File: src/core/etw_regs.vh
// Purpose: register offsets, field positions, reset values and timing counts for the 8-bit timer
// Assumes: APB byte addresses, one 32-bit aligned word per register
// Notes: included by the timer core and its prescaler
`ifndef ETW_REGS_VH
`define ETW_REGS_VH

`define ETW_ADDR_W 8
`define ETW_OFF_CONTROL 8'h00
`define ETW_OFF_COUNT 8'h04
`define ETW_OFF_COMPARE 8'h08
`define ETW_OFF_STATUS 8'h0C
`define ETW_OFF_MASK 8'h10
`define ETW_OFF_PORT 8'h14

`define ETW_CTL_FORCE 7
`define ETW_CTL_WGM_LOW 6
`define ETW_CTL_COM_HIGH 5
`define ETW_CTL_COM_LOW 4
`define ETW_CTL_WGM_HIGH 3
`define ETW_CTL_CS_MSB 2
`define ETW_CTL_RESET 8'h00

`define ETW_ST_OVF 0
`define ETW_ST_CMP 1

`define ETW_PORT_DIR 0
`define ETW_PORT_DATA 1

`define ETW_MODE_NORMAL 2'h0
`define ETW_MODE_PCPWM 2'h1
`define ETW_MODE_CTC 2'h2
`define ETW_MODE_FPWM 2'h3

`define ETW_MAX 8'hFF
`define ETW_BOTTOM 8'h00

`define ETW_DIV8 10'h007
`define ETW_DIV32 10'h01F
`define ETW_DIV64 10'h03F
`define ETW_DIV128 10'h07F
`define ETW_DIV256 10'h0FF
`define ETW_DIV1024 10'h3FF

`endif

File: src/core/etw_prescaler.v
// Purpose: free running 10-bit prescaler giving the timer clock enable
// Assumes: one clock; clock select 0 stops the timer
// Notes: the enable is a one-cycle pulse on CLK for selects 2 to 7, held high on every cycle for select 1
`timescale 1ns/1ps
`include "etw_regs.vh"

module etw_prescaler #(
	parameter PRE_W = 10
) (
	input wire clk,
	input wire resetn,
	input wire [2:0] clock_select_field,
	output wire timer_clock_enable
);
	reg [PRE_W-1:0] pre_count;
	reg [PRE_W-1:0] mask;

	always @(posedge clk) begin
		if (!resetn) begin
			pre_count <= {PRE_W{1'b0}};
		end else begin
			pre_count <= pre_count + {{(PRE_W-1){1'b0}}, 1'b1};
		end
	end

	always @* begin
		case (clock_select_field)
		3'h2: mask = `ETW_DIV8;
		3'h3: mask = `ETW_DIV32;
		3'h4: mask = `ETW_DIV64;
		3'h5: mask = `ETW_DIV128;
		3'h6: mask = `ETW_DIV256;
		3'h7: mask = `ETW_DIV1024;
		default: mask = {PRE_W{1'b0}};
		endcase
	end

	// divider taps share one counter so every rate stays phase aligned
	assign timer_clock_enable = (clock_select_field != 3'h0) && ((pre_count & mask) == mask);
endmodule

File: src/core/etw_timer.v
// Purpose: 8-bit timer with one compare channel, four waveform modes and an APB slave
// Assumes: CLK is the I/O clock; the timer clock is an enable from the prescaler
// Notes: interrupt output high while an unmasked sticky flag is set
//
// How it works
// RULE1: writing force bit in non-PWM mode applies a compare match to the output
// RULE2: forced match sets no flag and never clears the counter
// RULE3: force bit is a strobe and always reads zero
// RULE4: software writes force bit as zero while in a PWM mode
// RULE5: mode 0 normal, 1 phase correct, 2 clear-on-compare, 3 fast; top 0xFF or compare
// RULE6: compare buffer immediate in non-PWM, at top in PWM; overflow at MAX or BOTTOM
// RULE7: nonzero output mode overrides port; pin driven only when direction is output
// RULE8: non-PWM output mode: off, toggle, clear, set on match
// RULE9: fast PWM: off, reserved, clear on match set at top, or inverse
// RULE10: phase correct: clear on up match set on down match, or inverse
// RULE11: PWM with compare equal top and high mode bit ignores match, top action kept
// RULE12: clock select stops, passes undivided, or divides by 8 to 1024
// RULE13: counter is readable and writable; a write replaces the count
// RULE14: counter write blocks the compare match on the next timer clock
// RULE15: compare checked every timer clock; match sets flag and drives output
// RULE16: timer clock is an enable in the I/O clock domain
// RULE17: control register resets to zero: stopped, normal, disconnected
// RULE18: fast PWM counts and flags only on enable cycles, wrapping MAX to BOTTOM
// RULE19: fast counts up and restarts; phase correct goes up then down
//
// Added by the designer: the register offsets and the APB register port.
`timescale 1ns/1ps
`include "etw_regs.vh"

module etw_timer (
	input wire CLK,
	input wire RESETN,
	input wire PSEL,
	input wire PENABLE,
	input wire PWRITE,
	input wire [7:0] PADDR,
	input wire [31:0] PWDATA,
	output reg [31:0] PRDATA,
	output reg PREADY,
	output reg PSLVERR,
	input wire PORT_IN,
	output reg COMPARE_OUTPUT_PIN,
	output reg COMPARE_OUTPUT_PIN_OE,
	output reg IRQ
);
	reg [7:0] timer_control_a;
	reg [7:0] timer_count_value;
	reg [7:0] compare_value_a;
	reg [7:0] compare_buffer;
	reg [1:0] status;
	reg [1:0] mask;
	reg [1:0] port_ctl;
	reg count_down;
	reg block_match;
	reg oc_level;
	reg port_sync1;
	reg port_sync2;
	reg next_oc;
	reg [7:0] next_count;
	reg next_down;
	reg [1:0] set_ev;

	wire timer_clock_enable;
	wire [1:0] waveform_mode_field;
	wire [1:0] compare_output_mode_field;
	wire compare_output_mode_high;
	wire is_pwm;
	wire [7:0] top;
	wire bus_access;
	wire bus_wr;
	wire force_compare_strobe;
	wire [1:0] force_com;
	wire raw_match;
	wire match_en;

	assign waveform_mode_field = {timer_control_a[`ETW_CTL_WGM_HIGH], timer_control_a[`ETW_CTL_WGM_LOW]};
	assign compare_output_mode_field = timer_control_a[`ETW_CTL_COM_HIGH:`ETW_CTL_COM_LOW];
	assign compare_output_mode_high = timer_control_a[`ETW_CTL_COM_HIGH];
	assign is_pwm = waveform_mode_field[0]; // [RULE5]
	assign top = (waveform_mode_field == `ETW_MODE_CTC) ? compare_value_a : `ETW_MAX; // [RULE5]

	assign bus_access = PSEL && PENABLE && !PREADY;
	assign bus_wr = bus_access && PWRITE;
	// the strobe is decoded from the write itself, never stored [RULE3]
	// mode and output mode come from the same write, so one write can both set them and force
	assign force_com = PWDATA[`ETW_CTL_COM_HIGH:`ETW_CTL_COM_LOW];
	assign force_compare_strobe = bus_wr && (PADDR == `ETW_OFF_CONTROL) && PWDATA[`ETW_CTL_FORCE]
		&& !PWDATA[`ETW_CTL_WGM_LOW]; // [RULE1]

	etw_prescaler #(
		.PRE_W(10)
	) u_pre (
		.clk(CLK),
		.resetn(RESETN),
		.clock_select_field(timer_control_a[`ETW_CTL_CS_MSB:0]),
		.timer_clock_enable(timer_clock_enable)
	); // [RULE12] [RULE16]

	// compare uses the active value: buffered copy in PWM modes
	assign raw_match = timer_count_value == compare_value_a;
	// PWM with compare at top and high mode bit: match ignored [RULE11]
	assign match_en = timer_clock_enable && raw_match && !block_match
		&& !(is_pwm && compare_output_mode_high && compare_value_a == top); // [RULE14] [RULE15]

	// counter sequencing [RULE18] [RULE19]
	always @* begin
		next_count = timer_count_value;
		next_down = count_down;
		set_ev = 2'h0;
		case (waveform_mode_field)
		`ETW_MODE_PCPWM: begin
			if (!count_down) begin
				if (timer_count_value == `ETW_MAX) begin
					next_down = 1'b1;
					next_count = timer_count_value - 8'h01;
				end else begin
					next_count = timer_count_value + 8'h01;
				end
			end else begin
				if (timer_count_value == `ETW_BOTTOM) begin
					next_down = 1'b0;
					next_count = timer_count_value + 8'h01;
					set_ev[`ETW_ST_OVF] = 1'b1; // [RULE6]
				end else begin
					next_count = timer_count_value - 8'h01;
				end
			end
		end
		`ETW_MODE_CTC: begin
			next_down = 1'b0;
			// forced strobes never reach this clear [RULE2]
			if (raw_match && !block_match) begin
				next_count = `ETW_BOTTOM;
			end else begin
				next_count = timer_count_value + 8'h01;
			end
			if (timer_count_value == `ETW_MAX) begin
				set_ev[`ETW_ST_OVF] = 1'b1; // [RULE6]
			end
		end
		default: begin
			next_down = 1'b0;
			next_count = timer_count_value + 8'h01; // wraps MAX to BOTTOM [RULE18]
			if (timer_count_value == `ETW_MAX) begin
				set_ev[`ETW_ST_OVF] = 1'b1; // [RULE6]
			end
		end
		endcase
		if (match_en) begin
			set_ev[`ETW_ST_CMP] = 1'b1; // [RULE15]
		end
	end

	// waveform generator
	always @* begin
		next_oc = oc_level;
		if (force_compare_strobe) begin // [RULE1] [RULE8]
			case (force_com)
			2'h1: next_oc = !oc_level;
			2'h2: next_oc = 1'b0;
			2'h3: next_oc = 1'b1;
			default: next_oc = oc_level;
			endcase
		end else if (!is_pwm) begin
			if (match_en) begin // [RULE8]
				case (compare_output_mode_field)
				2'h1: next_oc = !oc_level;
				2'h2: next_oc = 1'b0;
				2'h3: next_oc = 1'b1;
				default: next_oc = oc_level;
				endcase
			end
		end else if (waveform_mode_field == `ETW_MODE_FPWM) begin
			if (timer_clock_enable && compare_output_mode_high) begin // [RULE9]
				if (timer_count_value == `ETW_MAX) begin
					next_oc = !compare_output_mode_field[0];
				end else if (match_en) begin
					next_oc = compare_output_mode_field[0];
				end
			end
		end else begin
			if (timer_clock_enable && compare_output_mode_high) begin // [RULE10]
				if (compare_value_a == `ETW_MAX && timer_count_value == `ETW_MAX) begin
					// at top the level matches an up-count match [RULE11]
					next_oc = compare_output_mode_field[0];
				end else if (match_en) begin
					next_oc = count_down ? !compare_output_mode_field[0] : compare_output_mode_field[0];
				end
			end
		end
	end

	always @(posedge CLK) begin
		if (!RESETN) begin
			timer_control_a <= `ETW_CTL_RESET; // [RULE17]
			timer_count_value <= 8'h00;
			compare_value_a <= 8'h00;
			compare_buffer <= 8'h00;
			status <= 2'h0;
			mask <= 2'h0;
			port_ctl <= 2'h0;
			count_down <= 1'b0;
			block_match <= 1'b0;
			oc_level <= 1'b0;
			port_sync1 <= 1'b0;
			port_sync2 <= 1'b0;
			PRDATA <= 32'h0000_0000;
			PREADY <= 1'b0;
			PSLVERR <= 1'b0;
			COMPARE_OUTPUT_PIN <= 1'b0;
			COMPARE_OUTPUT_PIN_OE <= 1'b0;
			IRQ <= 1'b0;
		end else begin
			port_sync1 <= PORT_IN;
			port_sync2 <= port_sync1;
			oc_level <= next_oc;
			PREADY <= bus_access;
			PSLVERR <= 1'b0;
			if (timer_clock_enable) begin
				timer_count_value <= next_count;
				count_down <= next_down;
				block_match <= 1'b0;
				// PWM modes load the buffered compare value at top [RULE6]
				if (is_pwm && timer_count_value == `ETW_MAX) begin
					compare_value_a <= compare_buffer;
				end
			end
			// set wins over a write-one clear
			status <= (status & ~((bus_wr && PADDR == `ETW_OFF_STATUS) ? PWDATA[1:0] : 2'h0))
				| (timer_clock_enable ? set_ev : 2'h0); // [RULE2] [RULE6] [RULE15]
			if (bus_wr) begin
				case (PADDR)
				`ETW_OFF_CONTROL: timer_control_a <= {1'b0, PWDATA[6:0]}; // [RULE3] [RULE5] [RULE12]
				`ETW_OFF_COUNT: begin
					timer_count_value <= PWDATA[7:0]; // [RULE13]
					block_match <= 1'b1; // [RULE14]
				end
				`ETW_OFF_COMPARE: begin
					compare_buffer <= PWDATA[7:0];
					if (!is_pwm) begin
						compare_value_a <= PWDATA[7:0]; // [RULE6]
					end
				end
				`ETW_OFF_MASK: mask <= PWDATA[1:0];
				`ETW_OFF_PORT: port_ctl <= PWDATA[1:0];
				default: PSLVERR <= (PADDR != `ETW_OFF_STATUS);
				endcase
			end
			if (bus_access && !PWRITE) begin
				case (PADDR)
				`ETW_OFF_CONTROL: PRDATA <= {24'h00_0000, 1'b0, timer_control_a[6:0]}; // [RULE3]
				`ETW_OFF_COUNT: PRDATA <= {24'h00_0000, timer_count_value}; // [RULE13]
				`ETW_OFF_COMPARE: PRDATA <= {24'h00_0000, is_pwm ? compare_buffer : compare_value_a};
				`ETW_OFF_STATUS: PRDATA <= {30'h0000_0000, status};
				`ETW_OFF_MASK: PRDATA <= {30'h0000_0000, mask};
				`ETW_OFF_PORT: PRDATA <= {29'h0000_0000, port_sync2, port_ctl};
				default: begin
					PRDATA <= 32'h0000_0000;
					PSLVERR <= 1'b1;
				end
				endcase
			end
			// override when any mode bit set; drive only if direction is output [RULE7]
			COMPARE_OUTPUT_PIN <= (compare_output_mode_field != 2'h0) ? next_oc : port_ctl[`ETW_PORT_DATA];
			COMPARE_OUTPUT_PIN_OE <= port_ctl[`ETW_PORT_DIR];
			IRQ <= |(status & mask);
		end
	end
endmodule

File: config.mk
export PLATFORM = sky130hd
export DESIGN_NAME = etw_timer
export DESIGN_NICKNAME = d
export VERILOG_FILES = /design/src/core/etw_prescaler.v /design/src/core/etw_timer.v
export VERILOG_INCLUDE_DIRS = /design/src /design/src/core
export SDC_FILE = /design/constraint.sdc
export NUM_CORES = 1
export LEC_CHECK = 0
export ABC_AREA = 1
export BUFFER_PORTS_ARGS = -buffer_cell sky130_fd_sc_hd__buf_2
export CORE_UTILIZATION = 45
export CTS_BUF_LIST = sky130_fd_sc_hd__clkbuf_16
export DETAILED_ROUTE_END_ITERATION = 12
export GPL_ROUTABILITY_DRIVEN = 0
export PLACE_DENSITY = 0.81
export SLEW_MARGIN = 20
export SYNTH_ARGS = -nofsm -noshare
export SYNTH_HDL_FRONTEND = slang
export SYNTH_HIERARCHICAL = 1
export SYNTH_SLANG_ARGS = --single-unit
File: constraint.sdc
create_clock -name CLK -period 2 [get_ports CLK]
set_input_delay 0.4 -clock CLK [delete_from_list [all_inputs] [get_ports CLK]]
set_output_delay 0.4 -clock CLK [all_outputs]
set_load 0.02 [all_outputs]
-- After elaboration in Yosys (flattened, before gate mapping)
Cells that the tools add are included.
- output and inout port bits: 37
- word-level logic and storage cells: 137
- input port bits: 46
- register bits after elaboration: 89
- equal/unequal tests: 26
- reductions and logical operators: 36
- muxes and demuxes: 48
- bitwise logic cells: 5
- $add $sub $neg: 3
- operator list (kind ; count):
    $mux 8 ; 14
    $pmux 10 s6 ; 1
    $pmux 8 s6 ; 1
    $mux 1 ; 27
    $logic_and 1x1->1 ; 18
    $eq 8x4->1 const B ; 2
    $eq 8x5->1 const B ; 2
    $eq 8x8->1 ; 2
    $eq 8x8->1 const B ; 2
    $logic_not 8->1 ; 2
    $pmux 8 s2 ; 1
    $eq 2x2->1 const B ; 6
    $eq 3x3->1 const B ; 4
    $add 10x1->10 const B ; 1
    $and 10x10->10 ; 1
    $eq 10x10->1 ; 1
    $add 8x1->8 const B ; 1
    $eq 8x3->1 const B ; 1
    $ne 8x4->1 const B ; 1
    $reduce_and 2->1 ; 4
    $sub 8x1->8 const B ; 1
    $logic_not 1->1 ; 7
    $eq 2x1->1 const B ; 3
    $eq 3x2->1 const B ; 2
    10 further kinds ; 13

-- Longest topological paths before layout
Gate-level depths: netlist of the first run.
- depth in word-level cells: 15
- gate-level depth with buffers: 19
- gate-level depth less buffers: 19

-- Modules after synthesis
Netlist of the first run, hierarchy kept.
- modules (own cells, without submodules) (module ; area an instance (um^2) ; seq. area each (um^2) ; cells each ; instances):
    etw_timer ; 3389.5 ; 1101.1 ; 504 ; 1
    etw_prescaler ; 519.2 ; 200.2 ; 74 ; 1

-- Worst setup path before layout of the first run
No wires, ideal clock.
- path type: register to register
- start point: register u_pre.pre_count[3]
- end point: register COMPARE_OUTPUT_PIN
- buffers on the path: 0
- arrival time: 2.076 ns
- clock period less this slack: 2.185 ns
- cell stages (with the launch flop): 20
- slack: -0.185 ns
- setup time: 0.109 ns
- required time: 1.891 ns
- cells stage by stage: dfxtp_1 -> nand2_1 -> inv_2 -> nand3_1 -> nand2_1 -> nand2_1 -> a21oi_1 -> clkinv_1 -> a21oi_1 -> nand2_1 -> nand2_1 -> nand2_1 -> nand2_1 -> nand2_1 -> nand3_1 -> nand2_1 -> nand2_1 -> nand3_1 -> nand2_1 -> inv_1
- cells in the longest elaborated chain, start to end: 13
- elaborated cells between the ends (all ways): 18
- those cells by class: 1 x eq/ne; 11 x mux; 1 x bitwise; 5 x reduce/logical
- RTL lines (item ; line ; source):
    from (decl) ; etw_prescaler.v:15 ; reg [PRE_W-1:0] pre_count;
    from (signal assigned) ; etw_prescaler.v:20 ; pre_count <= {PRE_W{1'b0}};
    from (signal assigned) ; etw_prescaler.v:22 ; pre_count <= pre_count + {{(PRE_W-1){1'b0}}, 1'b1};
    $and 10x10->10 * ; etw_prescaler.v:39 ; assign timer_clock_enable = (clock_select_field != 3'h0) && ((pre_count & mask) == mask);
    $eq 10x10->1 * ; etw_prescaler.v:39 ;
    $logic_and 1x1->1 * ; etw_prescaler.v:39 ;
    via timer_clock_enable ; etw_timer.v:63 ; wire timer_clock_enable;
    $logic_and 1x1->1 (2 in a row) ; etw_timer.v:102 ; assign match_en = timer_clock_enable && raw_match && !block_match
    $logic_and 1x1->1 ; etw_timer.v:103 ; && !(is_pwm && compare_output_mode_high && compare_value_a == top);
    $mux 1 (on tied branches) ; etw_timer.v:186, etw_timer.v:177 ;
    $mux 1 (on tied branches) ; etw_timer.v:183, etw_timer.v:175 ;
    $mux 1 (on tied branches) ; etw_timer.v:182, etw_timer.v:174 ;
    $mux 1 ; etw_timer.v:173 ; end else if (waveform_mode_field == `ETW_MODE_FPWM) begin
    $mux 1 * ; etw_timer.v:164 ; end else if (!is_pwm) begin
    $mux 1 * ; etw_timer.v:157 ; if (force_compare_strobe) begin
    $mux 1 * ; etw_timer.v:264 ; COMPARE_OUTPUT_PIN <= (compare_output_mode_field != 2'h0) ? next_oc : port_ctl[`ETW_PORT_DATA];
    to (signal assigned) ; etw_timer.v:264 ;
    to (decl) ; etw_timer.v:42 ; output reg COMPARE_OUTPUT_PIN,
The timed path passes the listed nets; every way through them passes the cells marked *.
A chain may end at the register's enable or synchronous reset.

-- Worst setup path after layout of the first run
- start point: register u_pre.pre_count[0]
- end point: register COMPARE_OUTPUT_PIN
Same word-level chain as after synthesis.

==> results.json, run 1 <==
{
  "coreArea_um2": 8300,
  "synth_ff_type": "dfxtp_1",
  "cp_cell_sequence": "nand2_4, nor2_4, nand2_2, nand2_1, nand2_1, a21oi_2, clkinv_2, a21oi_4, nand2_2, nand2_2, nand2_2, nand2_1, nand2_1, nand3_1, nand2_1, nand2_2, nand3_2, nand2_2, inv_2",
  "fin_cells": 759,
  "cts_tree": "done",
  "cts-htree-levels": 3,
  "endpoint_kind": "flip-flop",
  "cp.arrival_ns": 2.22,
  "synth_top_family_by_area": "simple AND/OR/NAND/NOR gates",
  "startpoint": "u_pre/pre_count[0]$_SDFF_PN0_",
  "cp-endpoint": "COMPARE_OUTPUT_PIN$_SDFF_PN0_",
  "leakage_nw": 2.12,
  "syn2layout_area_growth_pct": 23.4,
  "io_buffers": 34,
  "reg2reg_slack_ns": 0.01,
  "min_period_over_period_pct": 99.5,
  "numCtsBuffers": 9,
  "gr-total-overflow": 0,
  "finalHoldViolations": 0,
  "avgSynthCellArea_um2": 6.76,
  "ant_nets": 0,
  "grt_pass1_wl_mm": 17.4,
  "diodes": 0,
  "required_ns": 2.23,
  "cts_hold_buf": 0,
  "syn_area_um2": 3910,
  "fmax_mhz": 502,
  "yosysSeqAreaShare_pct": 33.3,
  "initial_core_util_pct": 47.1,
  "drive_above_1_share_pct": 25.5,
  "reg2reg_to": "COMPARE_OUTPUT_PIN$_SDFF_PN0_",
  "fin_nets": 702,
  "grt_use_met1_pct": 27.7,
  "setup_viol": 0,
  "use_met3_pct": 5.90,
  "viasPerCell": 5.53,
  "synthCells": 578,
  "grt_max_degree": 28,
  "final_common_cell": "nand2_1",
  "grt_pass1_vias": 3885,
  "min-delay-start": "PORT_IN",
  "rr_startpoint": "u_pre/pre_count[0]$_SDFF_PN0_",
  "yosysWarningCount": 6,
  "synthXorXnorAreaFrac_pct": 2.91,
  "status": "completed",
  "synth_area_leaders": "dfxtp_1 (33%), nand2_1 (13%), a21oi_1 (8.5%)",
  "power_density_nw_per_um2": 623,
  "post-route-min-period_ns": 1.99,
  "ys_ff_latch": 65,
  "die_h_um": 95.2,
  "core.rowCount": 33,
  "clk_path_buf_depth": 2,
  "grtUsageTotal_pct": 24.9,
  "finalClockSkew_ns": 0.00801,
  "start_kind": "flip-flop",
  "cpPeakStageDelay_ns": 0.36,
  "vias": 4198,
  "drt-total-wl_mm": 11.2,
  "final-max-slew-violation-count": 0,
  "setup_ws_ns": 0.00964,
  "rr_worst_depth": 19,
  "dr.pass1.iters": 6,
  "placedCellCount": 733,
  "synth_simple_gate_area_share_pct": 28.9,
  "grtUsageMet2_pct": 42.3,
  "dr.first_iter.drc_count": 461,
  "max-vdd-ir-drop_mv": 0.428,
  "drc_errors": 0,
  "synth_area_leader_cell": "dfxtp_1",
  "path_class": "flip-flop to flip-flop",
  "io_pins": 83,
  "synth_compound_area_share_pct": 19.6,
  "layout_common_cells": "nand2_1 (126), a21oi_1 (62), inv_1 (55)",
  "crit_fanout": 3,
  "crit_path_top_delay_cell": "dfxtp_2",
  "synthArstFlopShare_pct": 0,
  "clk_pin_slew_ns": 0.06,
  "antenna_found_initial": 0,
  "min_path_type": "input port to flip-flop",
  "synth_edf_count": 0,
  "dp_hpwl_mm": 7.94,
  "maxCapViolations": 0,
  "busiest_layer": "met2",
  "synth_mux_area_share_pct": 0,
  "synthAdderAreaFrac_pct": 2.24,
  "ys_types": 43,
  "post_drt_wl_per_cell_um": 14.8,
  "die_w_um": 95.2,
  "rsz0062_at_grt": "yes",
  "dieArea_um2": 9060,
  "root_buffer": "clkbuf_16",
  "clock_insertion_delay_worst_skew_ns": 0.33,
  "yosysTopAreaCellShare_pct": 33.3,
  "preCtsSetupSlack_ns": -0.00844,
  "cp_common_cell": "nand2_2",
  "cts_sinks": 65
}
-- cell families after synthesis --
| family | after synthesis |
|---|---|
| AND/OR/NAND/NOR | 247 |
| AO/OA/AOI/OAI | 138 |
| buffers and inverters | 107 |
| flip-flops | 65 |
| XOR/XNOR | 13 |
| adder cells (fa/ha/maj) | 7 |
| other | 1 |
-- timing repair --
item,4_1_cts,5_1_grt
endpoints found under the hold margin,0,0
gates resized for setup,4,51
pin swaps,0,20
setup buffers,0,10
endpoints found under the setup margin,3,12
-- per-layer routing --
| metal | share of wire (%) | up-vias |
|---|---|---|
| met5 | 0 | - |
| met4 | 5.0 | 0 |
| met3 | 7.3 | 53 |
| met2 | 49 | 233 |
| met1 | 39 | 1914 |
| li1 | - | 1998 |
-- how the worst min path moves through the flow --
stage                            endpoint  depth (start not counted)
floorplan           port_sync2$_SDFF_PN0_                          2
global placement    port_sync2$_SDFF_PN0_                          2
detailed placement  port_sync2$_SDFF_PN0_                          2
CTS                 port_sync1$_SDFF_PN0_                          3
global route        port_sync1$_SDFF_PN0_                          3
finish              port_sync1$_SDFF_PN0_                          3
-- synthesized netlist by cell type, types with 3 or more instances --
library cell / instances
nand2_1: 135
a21oi_1: 66
dfxtp_1: 65
inv_1: 57
nor2_1: 47
o21ai_0: 42
buf_4: 24
nand3_1: 23
o211ai_1: 14
xor2_1: 11
inv_2: 9
clkbuf_1: 8
nor2_2: 8
ha_1: 7
nand4_1: 7
nor3_1: 6
buf_2: 5
nor2_4: 5
nand2_2: 4
clkinv_1: 3
o221ai_1: 3
-- report_power, final --
part	internal, mW	switching, mW	leakage, nW
logic	0.0520	0.143	1.45
registers	1.30	0.0106	0.532
clock network	0.862	0.638	0.139
total	2.21	0.791	2.12
-- final cells by class --
| type | count | area [um2] |
|---|---|---|
| fillers | 724 | 3480 |
| multi-input cells | 429 | 2330 |
| flip-flops and latches | 65 | 1330 |
| repair buffers | 75 | 489 |
| inverters | 69 | 260 |
| clock buffers | 9 | 225 |
| well taps | 105 | 131 |
| clock inverters | 7 | 58.8 |
-- critical path, delay by kind of cell, from the launching register on --
family | cells | cell delay (ns)
compound gates | 2 | 0.31
flops | 1 | 0.36
buf+inv | 2 | 0.14
simple gates | 15 | 1.08
-- flip-flops by register name (all words and copies together) (netlist names), 2 cells and up --
name and flops:
PRDATA 8, compare_buffer 8, compare_value_a 8, mask 2, port_ctl 2, status 2, timer_control_a 7, timer_count_value 8
u_pre/pre_count 10
-- stage by stage --
| step | utilization, % | cell area, um2 | setup TNS (ns) | hold slack [ns] | power [mW] |
|---|---|---|---|---|---|
| 3_3_place_gp | 51.7 | 4290 | 0 | 0.413 | 1.51 |
| 6_report | 58.1 | 4820 | 0 | 0.272 | 3.01 |
| 5_1_grt | 58.1 | 4820 | -0.298 | 0.287 | 3.10 |
| 4_1_cts | 55.2 | 4580 | 0 | 0.265 | 3.01 |
| 3_5_place_dp | 51.7 | 4290 | -0.00844 | 0.422 | 1.52 |
| 2_1_floorplan | - | 4000 | 0 | 0.390 | 1.49 |
Power figures use the tool's default switching activity.
==> inputs of run 2 (changes only) <==
--- a/config.mk
+++ b/config.mk
@@ -8,6 +8,7 @@
 export LEC_CHECK = 0
 export ABC_AREA = 1
 export BUFFER_PORTS_ARGS = -buffer_cell sky130_fd_sc_hd__buf_2
+export CORE_ASPECT_RATIO = 1.75
 export CORE_UTILIZATION = 45
 export CTS_BUF_LIST = sky130_fd_sc_hd__clkbuf_16
 export DETAILED_ROUTE_END_ITERATION = 12
@@ -16,5 +17,4 @@
 export SLEW_MARGIN = 20
 export SYNTH_ARGS = -nofsm -noshare
 export SYNTH_HDL_FRONTEND = slang
-export SYNTH_HIERARCHICAL = 1
 export SYNTH_SLANG_ARGS = --single-unit
==> run 2 against run 1 <==
Effect of this change:
- via count is 0.17% higher
- design area decreased by 2.3%
- core utilization shrank 3.8 points
- area after synthesis up 2.9%
- largest cell class unchanged
==> results.json, run 2 <==
{
  "yosys-top-cells-count": "nand2_1 (124), dfxtp_1 (65), a21oi_1 (63)",
  "synthArstFlopShare_pct": 0,
  "crit_buf_inv": 3,
  "io_buffers": 34,
  "path_class": "flip-flop to flip-flop",
  "ys_ff_latch": 65,
  "post-route-util_pct": 54.3,
  "synth_area_leader_cell": "dfxtp_1",
  "diodes": 0,
  "clock_insertion_delay_worst_skew_ns": 0.33,
  "fin_nets": 697,
  "endpoint_kind": "flip-flop",
  "final-max-slew-violation-count": 0,
  "grt_pass1_wl_mm": 18.7,
  "synth.most_common_cell": "nand2_1",
  "fin_tns_setup_ns": 0,
  "core.rowCount": 45,
  "largest_reg_flops": 10,
  "finalClockSkew_ns": 0.00789,
  "numCtsBuffers": 9,
  "root_buffer": "clkbuf_16",
  "syn2layout_area_growth_pct": 17.2,
  "grt_max_degree": 31,
  "setup_viol": 0,
  "vias": 4205,
  "cp.depth": 13,
  "start_kind": "flip-flop",
  "stdcell_area_um2": 4710,
  "dr.first_iter.drc_count": 231,
  "yosysWarningCount": 0,
  "rsz0062_at_grt": "yes",
  "drc_errors": 0,
  "synthCells": 587,
  "yosysSeqAreaShare_pct": 32.4,
  "coreArea_um2": 8670,
  "leakage_nw": 2.08,
  "synth_ff_type": "dfxtp_1",
  "crit_path_top_delay_cell": "dfxtp_2",
  "top_register": "u_pre.pre_count",
  "die_w_um": 73.5,
  "rr_startpoint": "timer_count_value[7]$_SDFF_PN0_",
  "dieArea_um2": 9330,
  "synth_area_leaders": "dfxtp_1 (32%), nand2_1 (12%), a21oi_1 (7.8%)",
  "cts-htree-levels": 3,
  "cp_common_cell": "nand2_1",
  "drt-total-wl_mm": 11.8,
  "layout_common_cells": "nand2_1 (122), a21oi_1 (63), dfxtp_1 (56), nor2_1 (56), inv_1 (51)",
  "setup_ws_ns": 0.0871,
  "startpoint": "timer_count_value[7]$_SDFF_PN0_",
  "preCtsSetupSlack_ns": -0.0120,
  "cts_hold_buf": 0,
  "cts_tree": "done",
  "ant_nets": 0,
  "fmax_mhz": 523,
  "die_h_um": 127,
  "required_ns": 2.22,
  "reg2reg_slack_ns": 0.09,
  "synth_edf_count": 0,
  "max-vdd-ir-drop_mv": 0.664,
  "path_delay_family": "simple AND/OR/NAND/NOR gates",
  "clk_pin_slew_ns": 0.05,
  "initial_core_util_pct": 46.4,
  "dr.pass1.iters": 5,
  "io_pins": 83,
  "cp_cell_sequence": "buf_6, nand2_1, o21ai_0, nand3b_1, nor2_4, buf_4, o21bai_4, a21oi_4, o22ai_1, nand2_1, nand2_1, o21bai_1, inv_1",
  "min_period_over_period_pct": 95.6,
  "ys_types": 47,
  "post_drt_wl_per_cell_um": 15.4,
  "maxSlewHeadroom_pct": 55.4,
  "cp.arrival_ns": 2.13,
  "avgSynthCellArea_um2": 6.85,
  "reg2reg_to": "timer_count_value[5]$_SDFF_PN0_",
  "placed_area_um2": 4350,
  "grtUsageTotal_pct": 26.8,
  "cts_sinks": 65,
  "power_density_nw_per_um2": 603,
  "finalHoldViolations": 0,
  "syn_area_um2": 4020,
  "post-route-min-period_ns": 1.91,
  "maxCapViolations": 0,
  "cpPeakStageDelay_ns": 0.34,
  "dp_hpwl_mm": 8.97,
  "status": "completed",
  "yosysTopAreaCellShare_pct": 32.4,
  "gr-total-overflow": 0,
  "final_common_cell": "nand2_1",
  "grt_pass1_vias": 3986,
  "rr_worst_depth": 13,
  "tightest_slew_ns": 0.662,
  "cp-endpoint": "timer_count_value[5]$_SDFF_PN0_",
  "viasPerCell": 5.49,
  "min_path_type": "input port to flip-flop",
  "clk_path_buf_depth": 2,
  "crit_fanout": 4,
  "whs_ns": 0.261,
  "antenna_found_initial": 0,
  "drive_above_1_share_pct": 21.6
}
## run 2: timing repair
| action | CTS | global route |
|---|---|---|
| pin swaps | 0 | 5 |
| endpoints found under the setup margin | 1 | 14 |
| resized for setup | 1 | 21 |
| buffers inserted | 0 | 3 |
## run 2: kinds of logic (layout without fill, tap and decap cells)
group           Yosys count  after routing  share of synthesized area (%)
fa+ha+maj                 7              7                           2.18
other cells               1             24                         0.0933
compound gates          151            151                           21.6
xor+xnor                 16             16                           3.48
simple gates            234            234                           26.5
buf+inv                 113            152                           13.8
flops                    65             65                           32.4
## run 2: per-stage QoR
stage / cells / total power [mW]
4_1_cts: 763 / 2.85
2_1_floorplan: 610 / 1.49
6_report: 766 / 2.84
5_1_grt: 766 / 2.94
3_5_place_dp: 747 / 1.52
3_3_place_gp: 747 / 1.52
## run 2: per-layer routing
layer  GRT usage, %  part of all wire [%]  up-vias  wire length (um)
met3           5.99                   6.0       80               701
met2           45.8                    51      205              6020
met1           26.2                    33     1927              3830
li1               -                     -     1993                 -
met5              0                     0        -                 0
met4           23.8                    10        0              1210
## run 2: worst reg2reg max path, cell delays in order, from the launching register on
cell,delay (ns)
dfxtp_2,0.34
buf_6,0.13
nand2_1,0.06
o21ai_0,0.08
nand3b_1,0.21
nor2_4,0.20
buf_4,0.15
o21bai_4,0.07
a21oi_4,0.14
o22ai_1,0.08
nand2_1,0.07
nand2_1,0.08
o21bai_1,0.13
inv_1,0.05
## run 2: worst min-delay path by stage
stage	startpoint	endpoint	slack [ns]	cells after the start
3_5_place_dp	port_sync1$_SDFF_PN0_	port_sync2$_SDFF_PN0_	0.41	2
3_3_place_gp	port_sync1$_SDFF_PN0_	port_sync2$_SDFF_PN0_	0.39	2
4_1_cts	PORT_IN	port_sync1$_SDFF_PN0_	0.26	3
2_1_floorplan	port_sync1$_SDFF_PN0_	port_sync2$_SDFF_PN0_	0.39	2
6_report	PORT_IN	port_sync1$_SDFF_PN0_	0.26	3
5_1_grt	PORT_IN	port_sync1$_SDFF_PN0_	0.26	3
## run 2: power breakdown
group | switching, mW | internal [mW] | total (mW)
Clock | 0.526 | 0.811 | 1.34
Combinational | 0.137 | 0.0484 | 0.185
Sequential | 0.00920 | 1.31 | 1.32
## run 2: layout make-up
cell class,instances,area (um2)
Multi-Input combinational cell,432,2310
Clock inverter,7,30.0
Tap cell,117,146
Sequential cell,65,1310
Fill cell,821,3960
Inverter,70,272
Timing Repair Buffer,66,418
Clock buffer,9,225
